$ cat src/verilog/mtp_regs.vh
// register offsets, field positions, reset values and constants of mtp
`ifndef MTP_REGS_VH
`define MTP_REGS_VH
// register byte offsets
`define MTP_CTRL_ADDR      8'h00
`define MTP_LVL1_ADDR      8'h04
`define MTP_LVL2_ADDR      8'h08
`define MTP_MTYPE2_ADDR    8'h0C
`define MTP_THR_LVL_ADDR   8'h10
`define MTP_TERM_ADDR      8'h14
`define MTP_MODE_ADDR      8'h18
`define MTP_STAT_ADDR      8'h1C
`define MTP_IRQ_STAT_ADDR  8'h20
`define MTP_IRQ_MASK_ADDR  8'h24
`define MTP_INTEG1_ADDR    8'h28
`define MTP_INTEG2_ADDR    8'h2C
`define MTP_THR_RES_ADDR   8'h30
`define MTP_TERM2_ADDR     8'h34
// special setting values
`define MTP_UNUSED         16'h270F
`define MTP_LVL_ZERO       16'h0000
`define MTP_LVL_MAX        16'hC350
`define MTP_THR_MIN        16'h01F4
`define MTP_THR_MAX        16'h7530
`define MTP_OUT_FN_HI      8'h08
`define MTP_OUT_FN_LO      8'h6C
`define MTP_IN_FN_OH       8'h07
`define MTP_OPMODE_EXT4    8'h04
`define MTP_OPMODE_AU3     8'h03
// reset values
`define MTP_LVL1_RST       16'h2710
`define MTP_LVL2_RST       16'h270F
`define MTP_MTYPE2_RST     16'h270F
`define MTP_THR_LVL_RST    16'h270F
// percentages
`define MTP_PRE_PCT        7'd85
`define MTP_TRIP_PCT       7'd100
// status / irq bits
`define MTP_EV_PRE         0
`define MTP_EV_MOTOR       1
`define MTP_EV_TRANS       2
`define MTP_EV_EXT         3
`define MTP_EV_THERM       4
`define MTP_EV_W           5
// ctrl bits
`define MTP_CTRL_CLR       0
`define MTP_CTRL_FLT_CLR   1
`endif
$ cat src/verilog/mtp_core.v
// motor thermal protection: integrals, faults, terminals, wishbone regs
//
// Overview of operation
// - active motor integrates measured output current
// - cooling motor integrates with zero current
// - first level zero never integrates motor one
// - valid second level: select picks motor two
// - no valid second level and no second type: only motor one integrates
// - second type set, second level not zero: select swaps motors
// - pre-alarm at 85 percent of level
// - trip at 100 percent of level
// - pre-alarm alone never trips
// - pre-alarm on terminals coded 8 or 108
// - external relay input trips with fault
// - external relay only on terminal code 7
// - thermistor active unless level is 9999
// - active thermistor blocks voltage analog use
// - mode 4/external: current input used unless pid_active
// - mode 3: current input only with select
// - reset clears thermal integrals
// - thermistor level 0.5 to 30k, 9999 off
//
// The Wishbone register port and the register offsets were chosen for this implementation.
`timescale 1ns/1ps
`include "mtp_regs.vh"

module mtp_core #(
    parameter IW    = 32,
    parameter NIN   = 5,
    parameter NOUT  = 3
) (
    // clock and reset
    input  wire            clk,
    input  wire            sys_rst,
    input  wire            clk_en,
    // wishbone slave
    input  wire            wb_cyc_i,
    input  wire            wb_stb_i,
    input  wire            wb_we_i,
    input  wire [7:0]      wb_adr_i,
    input  wire [3:0]      wb_sel_i,
    input  wire [31:0]     wb_dat_i,
    output reg  [31:0]     wb_dat_o,
    output reg             wb_ack_o,
    // measurements, same clock
    input  wire [15:0]     output_current,
    input  wire [15:0]     thermistor_res,
    input  wire            meas_strobe,
    input  wire            pid_active,
    input  wire            external_mode,
    // terminals from pins
    input  wire [NIN-1:0]  in_terminal,
    // results
    output reg  [NOUT-1:0] out_terminal,
    output reg             thermal_prealarm_out,
    output reg             prealarm_indication,
    output reg             motor_overload_fault,
    output reg             transistor_overload_fault,
    output reg             external_thermal_fault,
    output reg             thermistor_fault,
    output reg             voltage_input_usable,
    output reg             current_input_for_freq,
    output reg             irq
);
    // settings
    reg  [15:0]         lvl1_ff, lvl2_ff, mtype2_ff, thr_lvl_ff;
    reg  [8*NIN-1:0]    in_fn_ff;
    reg  [8*NOUT-1:0]   out_fn_ff;
    reg  [7:0]          opmode_ff;
    reg  [`MTP_EV_W-1:0] ist_ff, imask_ff;
    reg  [IW-1:0]       integ1_ff, integ2_ff;
    reg  [15:0]         thr_disp_ff;
    reg  [NIN-1:0]      in_s1_ff, in_s2_ff;
    integer             i;

    // second-function select (code 3) and current-input select (code 4)
    function has_fn;
        input [8*NIN-1:0] fn;
        input [NIN-1:0]   lv;
        input [7:0]       code;
        integer k;
        begin
            has_fn = 1'b0;
            for (k = 0; k < NIN; k = k + 1)
                if (fn[8*k +: 8] == code && lv[k])
                    has_fn = 1'b1;
        end
    endfunction

    // integral += i^2 - level^2 ; saturate at zero
    function [IW-1:0] integ_step;
        input [IW-1:0] acc;
        input [15:0]   cur;
        input [15:0]   lvl;
        reg   [IW:0]   up;
        reg   [31:0]   heat, cool;
        begin
            heat = cur * cur;
            cool = lvl * lvl;
            up   = {1'b0, acc} + {1'b0, heat};
            if (up[IW])
                up = {1'b0, {IW{1'b1}}};
            if (up[IW-1:0] > cool[IW-1:0])
                integ_step = up[IW-1:0] - cool[IW-1:0];
            else
                integ_step = {IW{1'b0}};
        end
    endfunction

    // limit = pct/100 * level^2 * 100, compared as acc*100 >= pct*lim
    function reached;
        input [IW-1:0] acc;
        input [15:0]   lvl;
        input [6:0]    pct;
        reg   [63:0]   lhs, rhs;
        reg   [31:0]   sq;
        begin
            sq  = lvl * lvl;
            lhs = {32'h0, acc} * 64'd100;
            rhs = {32'h0, sq} * {57'h0, pct} * 64'd100;
            reached = (lvl != `MTP_LVL_ZERO) && (lhs >= rhs);
        end
    endfunction

    wire sel_second   = has_fn(in_fn_ff, in_s2_ff, 8'h03);
    wire au_on        = has_fn(in_fn_ff, in_s2_ff, 8'h04);
    wire oh_on        = has_fn(in_fn_ff, in_s2_ff, `MTP_IN_FN_OH);
    wire l1_zero      = (lvl1_ff == `MTP_LVL_ZERO);
    wire l2_unused    = (lvl2_ff == `MTP_UNUSED);
    wire l2_zero      = (lvl2_ff == `MTP_LVL_ZERO);
    wire t2_unused    = (mtype2_ff == `MTP_UNUSED);
    wire thr_on       = (thr_lvl_ff != `MTP_UNUSED);

    // per-motor mode: 2'b10 integrate, 2'b01 cool, 2'b00 off
    reg [1:0] m1_mode, m2_mode;
    always @* begin
        m1_mode = 2'b00;
        m2_mode = 2'b00;
        if (!l2_unused && !l2_zero) begin
            m1_mode = sel_second ? 2'b01 : 2'b10;
            m2_mode = sel_second ? 2'b10 : 2'b01;
        end else if (l2_unused && !t2_unused) begin
            m1_mode = sel_second ? 2'b01 : 2'b10;
            m2_mode = sel_second ? 2'b10 : 2'b01;
        end else if (l2_zero) begin
            m1_mode = sel_second ? 2'b01 : 2'b10;
        end else begin
            m1_mode = 2'b10;
        end
        if (l1_zero) begin
            m1_mode = 2'b00;
            if (l2_unused)
                m2_mode = 2'b00;
        end
    end

    wire [15:0] lvl2_eff  = l2_unused ? lvl1_ff : lvl2_ff;
    wire        act2      = (m2_mode == 2'b10);
    wire [IW-1:0] act_int = act2 ? integ2_ff : integ1_ff;
    wire [15:0]   act_lvl = act2 ? lvl2_eff : lvl1_ff;
    wire pre_hit  = (m1_mode[1] || act2) &&
                    reached(act_int, act_lvl, `MTP_PRE_PCT);
    wire trip_hit = (m1_mode[1] || act2) &&
                    reached(act_int, act_lvl, `MTP_TRIP_PCT);
    wire thr_hit  = thr_on && meas_strobe &&
                    (thermistor_res >= thr_lvl_ff);

    wire [`MTP_EV_W-1:0] ev;
    assign ev[`MTP_EV_PRE]   = pre_hit && !thermal_prealarm_out;
    assign ev[`MTP_EV_MOTOR] = trip_hit && !l1_zero && !motor_overload_fault;
    assign ev[`MTP_EV_TRANS] = trip_hit && l1_zero &&
                               !transistor_overload_fault;
    assign ev[`MTP_EV_EXT]   = oh_on && !external_thermal_fault;
    assign ev[`MTP_EV_THERM] = thr_hit && !thermistor_fault;

    wire wb_req = wb_cyc_i && wb_stb_i && !wb_ack_o;
    // write lands on the edge where the master sees ack
    wire wb_wr  = wb_cyc_i && wb_stb_i && wb_we_i && wb_ack_o;

    // byte-lane merge of a write into a 32-bit value
    function [31:0] merge;
        input [31:0] old;
        input [31:0] dat;
        input [3:0]  sel;
        integer b;
        begin
            for (b = 0; b < 4; b = b + 1)
                merge[8*b +: 8] = sel[b] ? dat[8*b +: 8] : old[8*b +: 8];
        end
    endfunction

    // terminal codes span two words: input codes from bit 0, output codes above them
    reg [63:0] term_all;
    always @* begin
        term_all = 64'h0;
        term_all[8*NIN+8*NOUT-1:0] = {out_fn_ff, in_fn_ff};
    end
    wire [63:0] term_lo_wr = {term_all[63:32],
                              merge(term_all[31:0], wb_dat_i, wb_sel_i)};
    wire [63:0] term_hi_wr = {merge(term_all[63:32], wb_dat_i, wb_sel_i),
                              term_all[31:0]};
    wire [31:0] l1_wr = merge({16'h0000, lvl1_ff}, wb_dat_i, wb_sel_i);
    wire [31:0] l2_wr = merge({16'h0000, lvl2_ff}, wb_dat_i, wb_sel_i);
    wire [31:0] t2_wr = merge({16'h0000, mtype2_ff}, wb_dat_i, wb_sel_i);

    wire ctl_clr  = wb_wr && wb_adr_i == `MTP_CTRL_ADDR && wb_sel_i[0] &&
                    wb_dat_i[`MTP_CTRL_CLR];
    wire flt_clr  = wb_wr && wb_adr_i == `MTP_CTRL_ADDR && wb_sel_i[0] &&
                    wb_dat_i[`MTP_CTRL_FLT_CLR];
    wire any_flt  = motor_overload_fault || transistor_overload_fault ||
                    external_thermal_fault || thermistor_fault;

    reg [31:0] rd;
    always @* begin
        rd = 32'h0000_0000;
        if (wb_adr_i == `MTP_LVL1_ADDR)
            rd = {16'h0000, lvl1_ff};
        else if (wb_adr_i == `MTP_LVL2_ADDR)
            rd = {16'h0000, lvl2_ff};
        else if (wb_adr_i == `MTP_MTYPE2_ADDR)
            rd = {16'h0000, mtype2_ff};
        else if (wb_adr_i == `MTP_THR_LVL_ADDR)
            rd = {16'h0000, thr_lvl_ff};
        else if (wb_adr_i == `MTP_TERM_ADDR)
            rd = term_all[31:0];
        else if (wb_adr_i == `MTP_TERM2_ADDR)
            rd = term_all[63:32];
        else if (wb_adr_i == `MTP_MODE_ADDR)
            rd = {24'h000000, opmode_ff};
        else if (wb_adr_i == `MTP_STAT_ADDR)
            rd = {24'h000000, m2_mode, m1_mode, any_flt, thr_on,
                  sel_second, thermal_prealarm_out};
        else if (wb_adr_i == `MTP_IRQ_STAT_ADDR)
            rd = {{(32-`MTP_EV_W){1'b0}}, ist_ff};
        else if (wb_adr_i == `MTP_IRQ_MASK_ADDR)
            rd = {{(32-`MTP_EV_W){1'b0}}, imask_ff};
        else if (wb_adr_i == `MTP_INTEG1_ADDR)
            rd = integ1_ff;
        else if (wb_adr_i == `MTP_INTEG2_ADDR)
            rd = integ2_ff;
        else if (wb_adr_i == `MTP_THR_RES_ADDR)
            rd = {16'h0000, thr_disp_ff};
    end

    // pin terminals: pre-alarm with polarity per function code
    reg [NOUT-1:0] nxt_out;
    always @* begin
        for (i = 0; i < NOUT; i = i + 1) begin
            if (out_fn_ff[8*i +: 8] == `MTP_OUT_FN_HI)
                nxt_out[i] = pre_hit;
            else if (out_fn_ff[8*i +: 8] == `MTP_OUT_FN_LO)
                nxt_out[i] = !pre_hit;
            else
                nxt_out[i] = 1'b0;
        end
    end

    always @(posedge clk) begin
        if (sys_rst) begin
            lvl1_ff <= `MTP_LVL1_RST;
            lvl2_ff <= `MTP_LVL2_RST;
            mtype2_ff <= `MTP_MTYPE2_RST;
            thr_lvl_ff <= `MTP_THR_LVL_RST;
            in_fn_ff <= {(8*NIN){1'b0}};
            out_fn_ff <= {(8*NOUT){1'b0}};
            opmode_ff <= 8'h00;
            ist_ff <= {`MTP_EV_W{1'b0}};
            imask_ff <= {`MTP_EV_W{1'b0}};
            integ1_ff <= {IW{1'b0}};
            integ2_ff <= {IW{1'b0}};
            thr_disp_ff <= 16'h0000;
            in_s1_ff <= {NIN{1'b0}};
            in_s2_ff <= {NIN{1'b0}};
            wb_ack_o <= 1'b0;
            wb_dat_o <= 32'h0000_0000;
            out_terminal <= {NOUT{1'b0}};
            thermal_prealarm_out <= 1'b0;
            prealarm_indication <= 1'b0;
            motor_overload_fault <= 1'b0;
            transistor_overload_fault <= 1'b0;
            external_thermal_fault <= 1'b0;
            thermistor_fault <= 1'b0;
            voltage_input_usable <= 1'b1;
            current_input_for_freq <= 1'b0;
            irq <= 1'b0;
        end else if (clk_en) begin
            // all pin inputs pass two flops; one bank feeds every use
            in_s1_ff <= in_terminal;
            in_s2_ff <= in_s1_ff;
            wb_ack_o <= wb_req;
            wb_dat_o <= wb_req ? rd : 32'h0000_0000;
            if (wb_wr) begin
                if (wb_adr_i == `MTP_LVL1_ADDR)
                    lvl1_ff <= (l1_wr > {16'h0000, `MTP_LVL_MAX}) ?
                               `MTP_LVL_MAX : l1_wr[15:0];
                else if (wb_adr_i == `MTP_LVL2_ADDR)
                    lvl2_ff <= l2_wr[15:0];
                else if (wb_adr_i == `MTP_MTYPE2_ADDR)
                    mtype2_ff <= t2_wr[15:0];
                else if (wb_adr_i == `MTP_THR_LVL_ADDR) begin
                    // out-of-range values other than 9999 are ignored
                    if (wb_dat_i[15:0] == `MTP_UNUSED ||
                        (wb_dat_i[15:0] >= `MTP_THR_MIN &&
                         wb_dat_i[15:0] <= `MTP_THR_MAX))
                        thr_lvl_ff <= wb_dat_i[15:0];
                end else if (wb_adr_i == `MTP_TERM_ADDR)
                    {out_fn_ff, in_fn_ff} <= term_lo_wr[8*NIN+8*NOUT-1:0];
                else if (wb_adr_i == `MTP_TERM2_ADDR)
                    {out_fn_ff, in_fn_ff} <= term_hi_wr[8*NIN+8*NOUT-1:0];
                else if (wb_adr_i == `MTP_MODE_ADDR && wb_sel_i[0])
                    opmode_ff <= wb_dat_i[7:0];
                else if (wb_adr_i == `MTP_IRQ_MASK_ADDR && wb_sel_i[0])
                    imask_ff <= wb_dat_i[`MTP_EV_W-1:0];
            end
            // set wins over write-one-to-clear
            if (wb_wr && wb_adr_i == `MTP_IRQ_STAT_ADDR && wb_sel_i[0])
                ist_ff <= (ist_ff & ~wb_dat_i[`MTP_EV_W-1:0]) | ev;
            else
                ist_ff <= ist_ff | ev;
            irq <= |((ist_ff | ev) & imask_ff);
            // integrate once per measurement
            if (ctl_clr) begin
                integ1_ff <= {IW{1'b0}};
                integ2_ff <= {IW{1'b0}};
            end else if (meas_strobe) begin
                if (m1_mode == 2'b10)
                    integ1_ff <= integ_step(integ1_ff, output_current,
                                            lvl1_ff);
                else if (m1_mode == 2'b01)
                    integ1_ff <= integ_step(integ1_ff, 16'h0000,
                                            lvl1_ff);
                if (m2_mode == 2'b10)
                    integ2_ff <= integ_step(integ2_ff, output_current,
                                            lvl2_eff);
                else if (m2_mode == 2'b01)
                    integ2_ff <= integ_step(integ2_ff, 16'h0000,
                                            lvl2_eff);
            end
            thr_disp_ff <= thr_on ? thermistor_res : 16'h0000;
            // pre-alarm is indication only, faults stay separate
            thermal_prealarm_out <= pre_hit;
            prealarm_indication <= pre_hit;
            out_terminal <= nxt_out;
            // faults latch until software clears them, the external one only while its relay input is off; new event wins
            if (ev[`MTP_EV_MOTOR])
                motor_overload_fault <= 1'b1;
            else if (flt_clr)
                motor_overload_fault <= 1'b0;
            if (ev[`MTP_EV_TRANS])
                transistor_overload_fault <= 1'b1;
            else if (flt_clr)
                transistor_overload_fault <= 1'b0;
            if (ev[`MTP_EV_EXT])
                external_thermal_fault <= 1'b1;
            else if (flt_clr && !oh_on)
                external_thermal_fault <= 1'b0;
            if (ev[`MTP_EV_THERM])
                thermistor_fault <= 1'b1;
            else if (flt_clr)
                thermistor_fault <= 1'b0;
            voltage_input_usable <= !thr_on;
            if (pid_active)
                current_input_for_freq <= 1'b0;
            else if (opmode_ff == `MTP_OPMODE_EXT4 || external_mode)
                current_input_for_freq <= 1'b1;
            else if (opmode_ff == `MTP_OPMODE_AU3)
                current_input_for_freq <= au_on;
            else
                current_input_for_freq <= 1'b0;
        end
    end
endmodule // mtp_core

$ cat config.mk
export PLATFORM = sky130hd
export DESIGN_NAME = mtp_core
export DESIGN_NICKNAME = d
export VERILOG_FILES = /design/src/verilog/mtp_core.v
export VERILOG_INCLUDE_DIRS = /design/src /design/src/verilog
export SDC_FILE = /design/constraint.sdc
export NUM_CORES = 2
export LEC_CHECK = 0
export BUFFER_PORTS_ARGS = -buffer_cell sky130_fd_sc_hd__buf_2
export CAP_MARGIN = 20
export CORE_UTILIZATION = 40
export CTS_BUF_LIST = sky130_fd_sc_hd__clkbuf_2
export DETAILED_ROUTE_END_ITERATION = 8
export HOLD_SLACK_MARGIN = 0.12
export PLACE_DENSITY = 0.54
export REMOVE_ABC_BUFFERS = 1
export SYNTH_ARGS = -nofsm -noshare
export SYNTH_HDL_FRONTEND = slang
export SYNTH_SLANG_ARGS = --single-unit
$ cat constraint.sdc
create_clock -name clk -period 14 [get_ports clk]
set_input_delay 2.1 -clock clk [delete_from_list [all_inputs] [get_ports clk]]
set_output_delay 2.1 -clock clk [all_outputs]
set_load 0.05 [all_outputs]
**Word level (Yosys, flattened, before mapping)**

Index checks and enable logic that the tools add are counted.

- Register bits: 280
- Bits of input ports: 90
- Output and inout bits: 45
- Word-level logic and storage cells: 316

- $add $sub $neg: 6
- Multipliers: 9
- Magnitude comparators: 10
- Equal/unequal tests: 44
- Mux-type cells: 105
- Bitwise operators: 12
- Reductions and logical operators: 97

Operators by type and width:

| cell | count |
|---|---|
| $mux 32 | 51 |
| $gt 32x32->1 | 4 |
| $mul 16x16->32 | 4 |
| $sub 32x32->32 | 4 |
| $eq 8x3->1 const B | 12 |
| $ge 39x46->1 | 2 |
| $mux 16 | 5 |
| $mul 32x5->37 const B | 2 |
| $add 32x32->33 | 2 |
| $mux 8 | 8 |
| $eq 16x14->1 const B | 3 |
| $eq 8x2->1 const B | 6 |
| $eq 8x6->1 const B | 6 |
| $reduce_and 9->1 | 5 |
| $logic_and 1x1->1 | 44 |
| $mul 39x5->44 const B | 1 |
| $mul 37x5->42 const B | 1 |
| $eq 8x4->1 const B | 5 |
| $mul 32x7->39 const B | 1 |
| $eq 8x5->1 const B | 4 |
| $gt 32x16->1 const B | 1 |
| $logic_not 16->1 | 2 |
| $reduce_and 8->1 | 4 |
| $mux 1 | 30 |
| 26 further kinds | 76 |

**Longest topological paths before layout**

- Depth in word-level cells: 25
- Mapped depth: 75
- Mapped depth without buffers: 72

**Worst setup path before layout**

Ideal clock, no wire load.

- Path type: flip-flop to flip-flop
- Start: register lvl2_ff[15]
- End: register out_terminal[0]
- Setup time: 0.122 ns
- Data arrival time: 15.101 ns
- Data required time: 13.878 ns
- Path slack: -1.223 ns
- Cell stages (with the launch flop): 70
- Path buffers: 4
- Clock period less this slack: 15.223 ns
- Cell sequence: dfxtp_1 > or4_1 > nor4_4 > o21ai_2 > o311ai_4 > clkbuf_1 > buf_1 > nand2_1 > o21ai_0 > clkbuf_1 > nand2_1 > fa_1 > inv_1 > fa_1 > ha_1 > inv_1 > fa_1 > fa_1 > (+34 left out) > ha_1 > and2_1 > clkbuf_1 > nand4_1 > and3_1 > o21bai_1 > xnor2_1 > ha_1 > o22ai_1 > a2111oi_0 > o2111ai_1 > a41oi_1 > nand4_1 > nor4_2 > o311ai_1 > nor3_4 > nor3_1 > a221o_1

- Longest elaborated chain between the ends: 17
- Elaborated cells between the ends (all ways): 30
- Those cells by class: mul (4); order compare (1); eq/ne (2); mux (13); reduce/logical (10)

RTL lines:

| element | line | source |
|---|---|---|
| start: declaration | mtp_core.v:66 | `reg [15:0] lvl1_ff, lvl2_ff, mtype2_ff, thr_lvl_ff;` |
| start signal: assignment | mtp_core.v:261 | `` lvl2_ff <= `MTP_LVL2_RST; `` |
| start signal: assignment | mtp_core.v:297 | `lvl2_ff <= l2_wr[15:0];` |
| $eq 16x14->1 (no source line) / $logic_not 16->1 (equally long branches) | -- |  |
| $logic_and 1x1->1 / $logic_not 1->1 (equally long branches) | mtp_core.v:142, mtp_core.v:139 |  |
| $mux 2 / $logic_and 1x1->1 (equally long branches) | mtp_core.v:142, mtp_core.v:139 |  |
| $mux 2 | mtp_core.v:139 | `if (!l2_unused && !l2_zero) begin` |
| $mux 2 | mtp_core.v:152 | `if (l2_unused)` |
| $mux 2 | mtp_core.v:150 | `if (l1_zero) begin` |
| $eq 2x2->1 | mtp_core.v:158 | `wire act2 = (m2_mode == 2'b10);` |
| $mux 16 | mtp_core.v:160 | `wire [15:0] act_lvl = act2 ? lvl2_eff : lvl1_ff;` |
| $mul 16x16->32 | mtp_core.v:118 | `sq = lvl * lvl;` |
| $mul 32x7->39 | mtp_core.v:120 | `rhs = {32'h0, sq} * {57'h0, pct} * 64'd100;` |
| $mul 39x5->44 | mtp_core.v:120 |  |
| $ge 39x46->1 | mtp_core.v:121 | `` reached = (lvl != `MTP_LVL_ZERO) && (lhs >= rhs); `` |
| $logic_and 1x1->1 | mtp_core.v:121 |  |
| $logic_and 1x1->1 * | mtp_core.v:161 | `wire pre_hit = (m1_mode[1] \|\| act2) &&` |
| $logic_not 1->1 | mtp_core.v:252 | `nxt_out[i] = !pre_hit;` |
| $mux 1 | mtp_core.v:251 | `` else if (out_fn_ff[8*i +: 8] == `MTP_OUT_FN_LO) `` |
| $mux 1 * | mtp_core.v:249 | `` if (out_fn_ff[8*i +: 8] == `MTP_OUT_FN_HI) `` |
| end signal: assignment | mtp_core.v:276 | `out_terminal <= {NOUT{1'b0}};` |
| end signal: assignment | mtp_core.v:343 | `out_terminal <= nxt_out;` |
| end: declaration | mtp_core.v:54 | `output reg [NOUT-1:0] out_terminal,` |

Mark *: on every way between the ends. The rest lies on a longest branch, timed or not.
A chain may end at the register's enable or synchronous reset.

**Final worst setup path**

- Start: register lvl2_ff[15]
- End: register irq

- Longest elaborated chain between the ends: 19
- Elaborated cells between the ends (all ways): 40
- Those cells by class: mul (6); order compare (2); eq/ne (2); mux (11); bitwise (2); reduce/logical (17)

RTL lines:

| element | line | source |
|---|---|---|
| $eq 16x14->1 (no source line) / $logic_not 16->1 (equally long branches) | -- |  |
| $logic_and 1x1->1 / $logic_not 1->1 (equally long branches) | mtp_core.v:142, mtp_core.v:139 |  |
| $mux 2 / $logic_and 1x1->1 (equally long branches) | mtp_core.v:142, mtp_core.v:139 |  |
| $mux 2 | mtp_core.v:139 |  |
| $mux 2 | mtp_core.v:152 |  |
| $mux 2 | mtp_core.v:150 |  |
| $eq 2x2->1 | mtp_core.v:158 |  |
| $mux 16 | mtp_core.v:160 |  |
| (+2 left out) | -- |  |
| $mul 37x5->42 | mtp_core.v:120 |  |
| $ge 39x46->1 | mtp_core.v:121 |  |
| $logic_and 1x1->1 | mtp_core.v:121 |  |
| $logic_and 1x1->1 | mtp_core.v:163 | `wire trip_hit = (m1_mode[1] \|\| act2) &&` |
| $logic_and 1x1->1 (on tied branches) (2 in series) | mtp_core.v:170, mtp_core.v:171 |  |
| $or 5x5->5 * | mtp_core.v:320 | `irq <= \|((ist_ff \| ev) & imask_ff);` |
| $and 5x5->5 * | mtp_core.v:320 |  |
| $reduce_or 5->1 * | mtp_core.v:320 |  |
| end signal: assignment | mtp_core.v:320 |  |
| end: declaration | mtp_core.v:63 | `output reg irq` |

Marks and branches as above.

==> flow_metrics.tcl <==
set metrics [dict create \
    period_minus_slack_ps 15100 \
    final.setup_skew_ps 133 \
    drt_first_iter_violations 4100 \
    arrival_ps 16270 \
    setup_viol 10 \
    overflow 0 \
    multi_input_area_um2 59400 \
    r2r_start "lvl2_ff[15]" \
    cp.required_ps 15170 \
    netlist_instances 8034 \
    seqPwrFrac 0.050 \
    die_w_um 415 \
    crit_fanout 8 \
    power_uw 17400 \
    critPathMaxStageDelay_ps 570 \
    synth-main-ff-cell "dfxtp_1" \
    end_kind "flip-flop" \
    async_flop_share 0 \
    worstMarginPinSlew_ps 1200 \
    grt_pass1_wl_mm 370 \
    crit_slowest_cell "fa_1" \
    ys_types 94 \
    vias 62000 \
    drive_above_1_share 0.190 \
    drt-pass1-iter-count 8 \
    ant_nets 0 \
    vdd_drop_max_uv 595 \
    p_sw_frac 0.551 \
    p_per_area_nw_per_um2 211 \
    p_comb_frac 0.911 \
    worst_slack_ps -1100 \
    fin_crit_sh 1.08 \
    critPathCapture "irq" \
    synth-seq-cells 280 \
    p_leak_uw 0.0433 \
    place.gp.congestion 0.986 \
    grt.total_usage 0.277 \
    numCtsBuffers 85 \
    holdBufCountCts 0 \
    final_cell_mix "inv_1 (1189), ha_1 (1125), buf_4 (1019)" \
    io_pins 135 \
    core_um2 169000 \
    cts_tree "done" \
    routed_wirelength_mm 241 \
    grt_max_degree 95 \
    wl_per_cell_um 21.1 \
    area_growth_pct 20.4 \
    synth_edf_count 0 \
    syn_area_um2 68200 \
    status "finished, violations left" \
    num_rows 151 \
    ys.warnings.count 0 \
    drc_errors 0 \
    clkPwrFrac 0.039 \
    internal_power_uw 7800 \
    drt-vias-per-instance 5.44 \
    fp.dieH_um 415 \
    hold_class "flip-flop to flip-flop" \
    regArea_um2 5610 \
    p_sw_uw 9550 \
    max_freq_mhz 66.2 \
    clockBufferDepth 3 \
    slew_viol_final 0 \
    grt_pass1_vias 63800 \
    max-slew-margin-rel 0.198 \
    antenna_found_initial 24 \
    clk_latency_ps 1280 \
    ff2ff_path_depth 67 \
    cts-root-buf "clkbuf_2" \
    rrSetupSlack_ps -1100 \
    cp_common_cell "fa_1" \
    fill_cells 16500 \
    seq_area_frac_synth 0.0822 \
    cts.sink_count 280 \
    initial_core_util 0.403 \
    die_area_um2 172000 \
    post-dp-hpwl_mm 203 \
    htree_levels 3 \
    crit_path_start "lvl2_ff[15]" \
    violations "negative setup slack" \
    final_nets 11200 \
    io_buffers 134 \
    start_kind "flip-flop" \
    final_common_cell "inv_1" \
    crit_type "flip-flop to flip-flop" \
    hold_viol 0 \
    clk_pin_slew_ps 110 \
    min_from "thr_disp_ff[14]" \
    maxCapViolations 0 \
    worst_r2r_endpoint "irq" \
    setup_tns_ps -9610 \
    rsz0062_at_grt "yes" \
    syn_area_per_cell_um2 8.49 \
    post-route-util 0.485 \
]
-- what timing repair did --
action	4_1_cts	5_1_grt
setup buffers	41	48
cloned	2	0
endpoints found under the hold margin	0	0
endpoints found under the setup margin	10	10
resized for setup	206	246
pin swaps	38	117
-- cell usage after synthesis, drive strengths merged (12+ instances only) --
library cell / instances / area (um2)
inv: 1220 / 4580
a22oi: 104 / 781
a21oi: 501 / 2510
nand2b: 90 / 563
o41ai: 15 / 154
dfxtp: 280 / 5610
fa: 814 / 16300
o221ai: 16 / 140
a21boi: 30 / 225
a31oi: 48 / 300
nand2: 607 / 2280
nor2b: 76 / 475
nor4: 38 / 259
o22ai: 58 / 363
mux2: 34 / 383
and4: 23 / 201
o21ai: 253 / 1270
mux2i: 119 / 1190
o31ai: 24 / 180
a22o: 18 / 158
o21a: 69 / 518
a21o: 226 / 1700
a211oi: 45 / 338
a211o: 12 / 105
o21bai: 67 / 503
and2: 116 / 726
o211ai: 28 / 215
a31o: 15 / 131
or3: 32 / 200
nor3: 115 / 587
clkbuf: 196 / 736
xnor2: 270 / 2370
nor2: 648 / 2430
xor2: 183 / 1600
clkinv: 14 / 52.6
nand4: 54 / 338
and3: 42 / 263
ha: 1201 / 15000
nand3: 122 / 611
a221oi: 12 / 105
or2: 28 / 175
-- through the flow --
step | area, um2 | instances | setup slack [ps] | hold WS (ps)
after detailed placement | 78400 | 11200 | -1940 | 453
after CTS | 80500 | 11300 | -1050 | 476
after global placement | 78400 | 11200 | -1790 | 448
after global routing | 82100 | 11400 | -1710 | 484
after floorplan | 67400 | 7830 | -2040 | 434
final | 82100 | 11400 | -1100 | 478
-- logic make-up (layout without fill, tap and decap cells) --
logic type               Yosys count  after routing  synth area share
other                              1             20         0.0000550
AND/OR/NAND/NOR                 2039           2039             0.139
adder cells (fa/ha/maj)         2015           2015             0.459
XOR/XNOR                         453            453            0.0583
flip-flops                       280            280            0.0822
AO/OA/AOI/OAI                   1654           1654             0.158
buffers and inverters           1439           2575            0.0793
multiplexers                     153            153            0.0231
-- area by class of cell --
cell class,instances,area share
Timing Repair Buffer,1203,0.109
Inverter,1234,0.0565
Antenna cell,18,0.000549
Clock buffer,114,0.00695
Multi-Input combinational cell,6316,0.723
Tap cell,2218,0.0338
Clock inverter,24,0.00198
Sequential cell,280,0.0683
-- registers in the layout, indices dropped and copies added (netlist names), 8 cells and up --
register	cells
in_fn_ff	40
thr_lvl_ff	16
thr_disp_ff	16
mtype2_ff	16
integ2_ff	32
lvl1_ff	16
out_fn_ff	24
integ1_ff	32
opmode_ff	8
lvl2_ff	16
wb_dat_o	32
-- per-layer routing --
metal	GRT usage	part of all wire	wire length, um	up-vias
li1	-	-	-	29400
met1	0.353	0.42	102000	30400
met2	0.474	0.47	114000	1760
met3	0.0374	0.058	13900	397
met4	0.106	0.046	11000	16
met5	0	0.00039	93	-
-- worst max-delay path: cells and delay by family (launching register included) --
kind | cells | cell delay (ps)
buffers and inverters | 17 | 1960
AOI/OAI and AO/OA | 17 | 3000
and+or+nand+nor | 14 | 2990
adders and majority gates | 16 | 6170
xor gates and xnor gates | 3 | 600
DFF | 1 | 320
-- worst min path at each step --
stage	to	slack, ps	depth (start not counted)
6_report	thr_disp_ff[14]	480	2
5_1_grt	thr_disp_ff[10]	480	2
4_1_cts	thr_disp_ff[13]	480	2
3_5_place_dp	thr_disp_ff[13]	450	2
3_3_place_gp	thr_disp_ff[15]	450	2
2_1_floorplan	thr_disp_ff[2]	430	2
-- power by group through the flow --
stage	logic (uW)	registers, uW	clock network (uW)
floorplan	10900	858	0
global placement	15300	889	0
detailed placement	15300	889	0
CTS	15500	870	698
global route	17300	873	741
finish	15800	872	678
No activity file was read; power rests on OpenSTA's default activity.
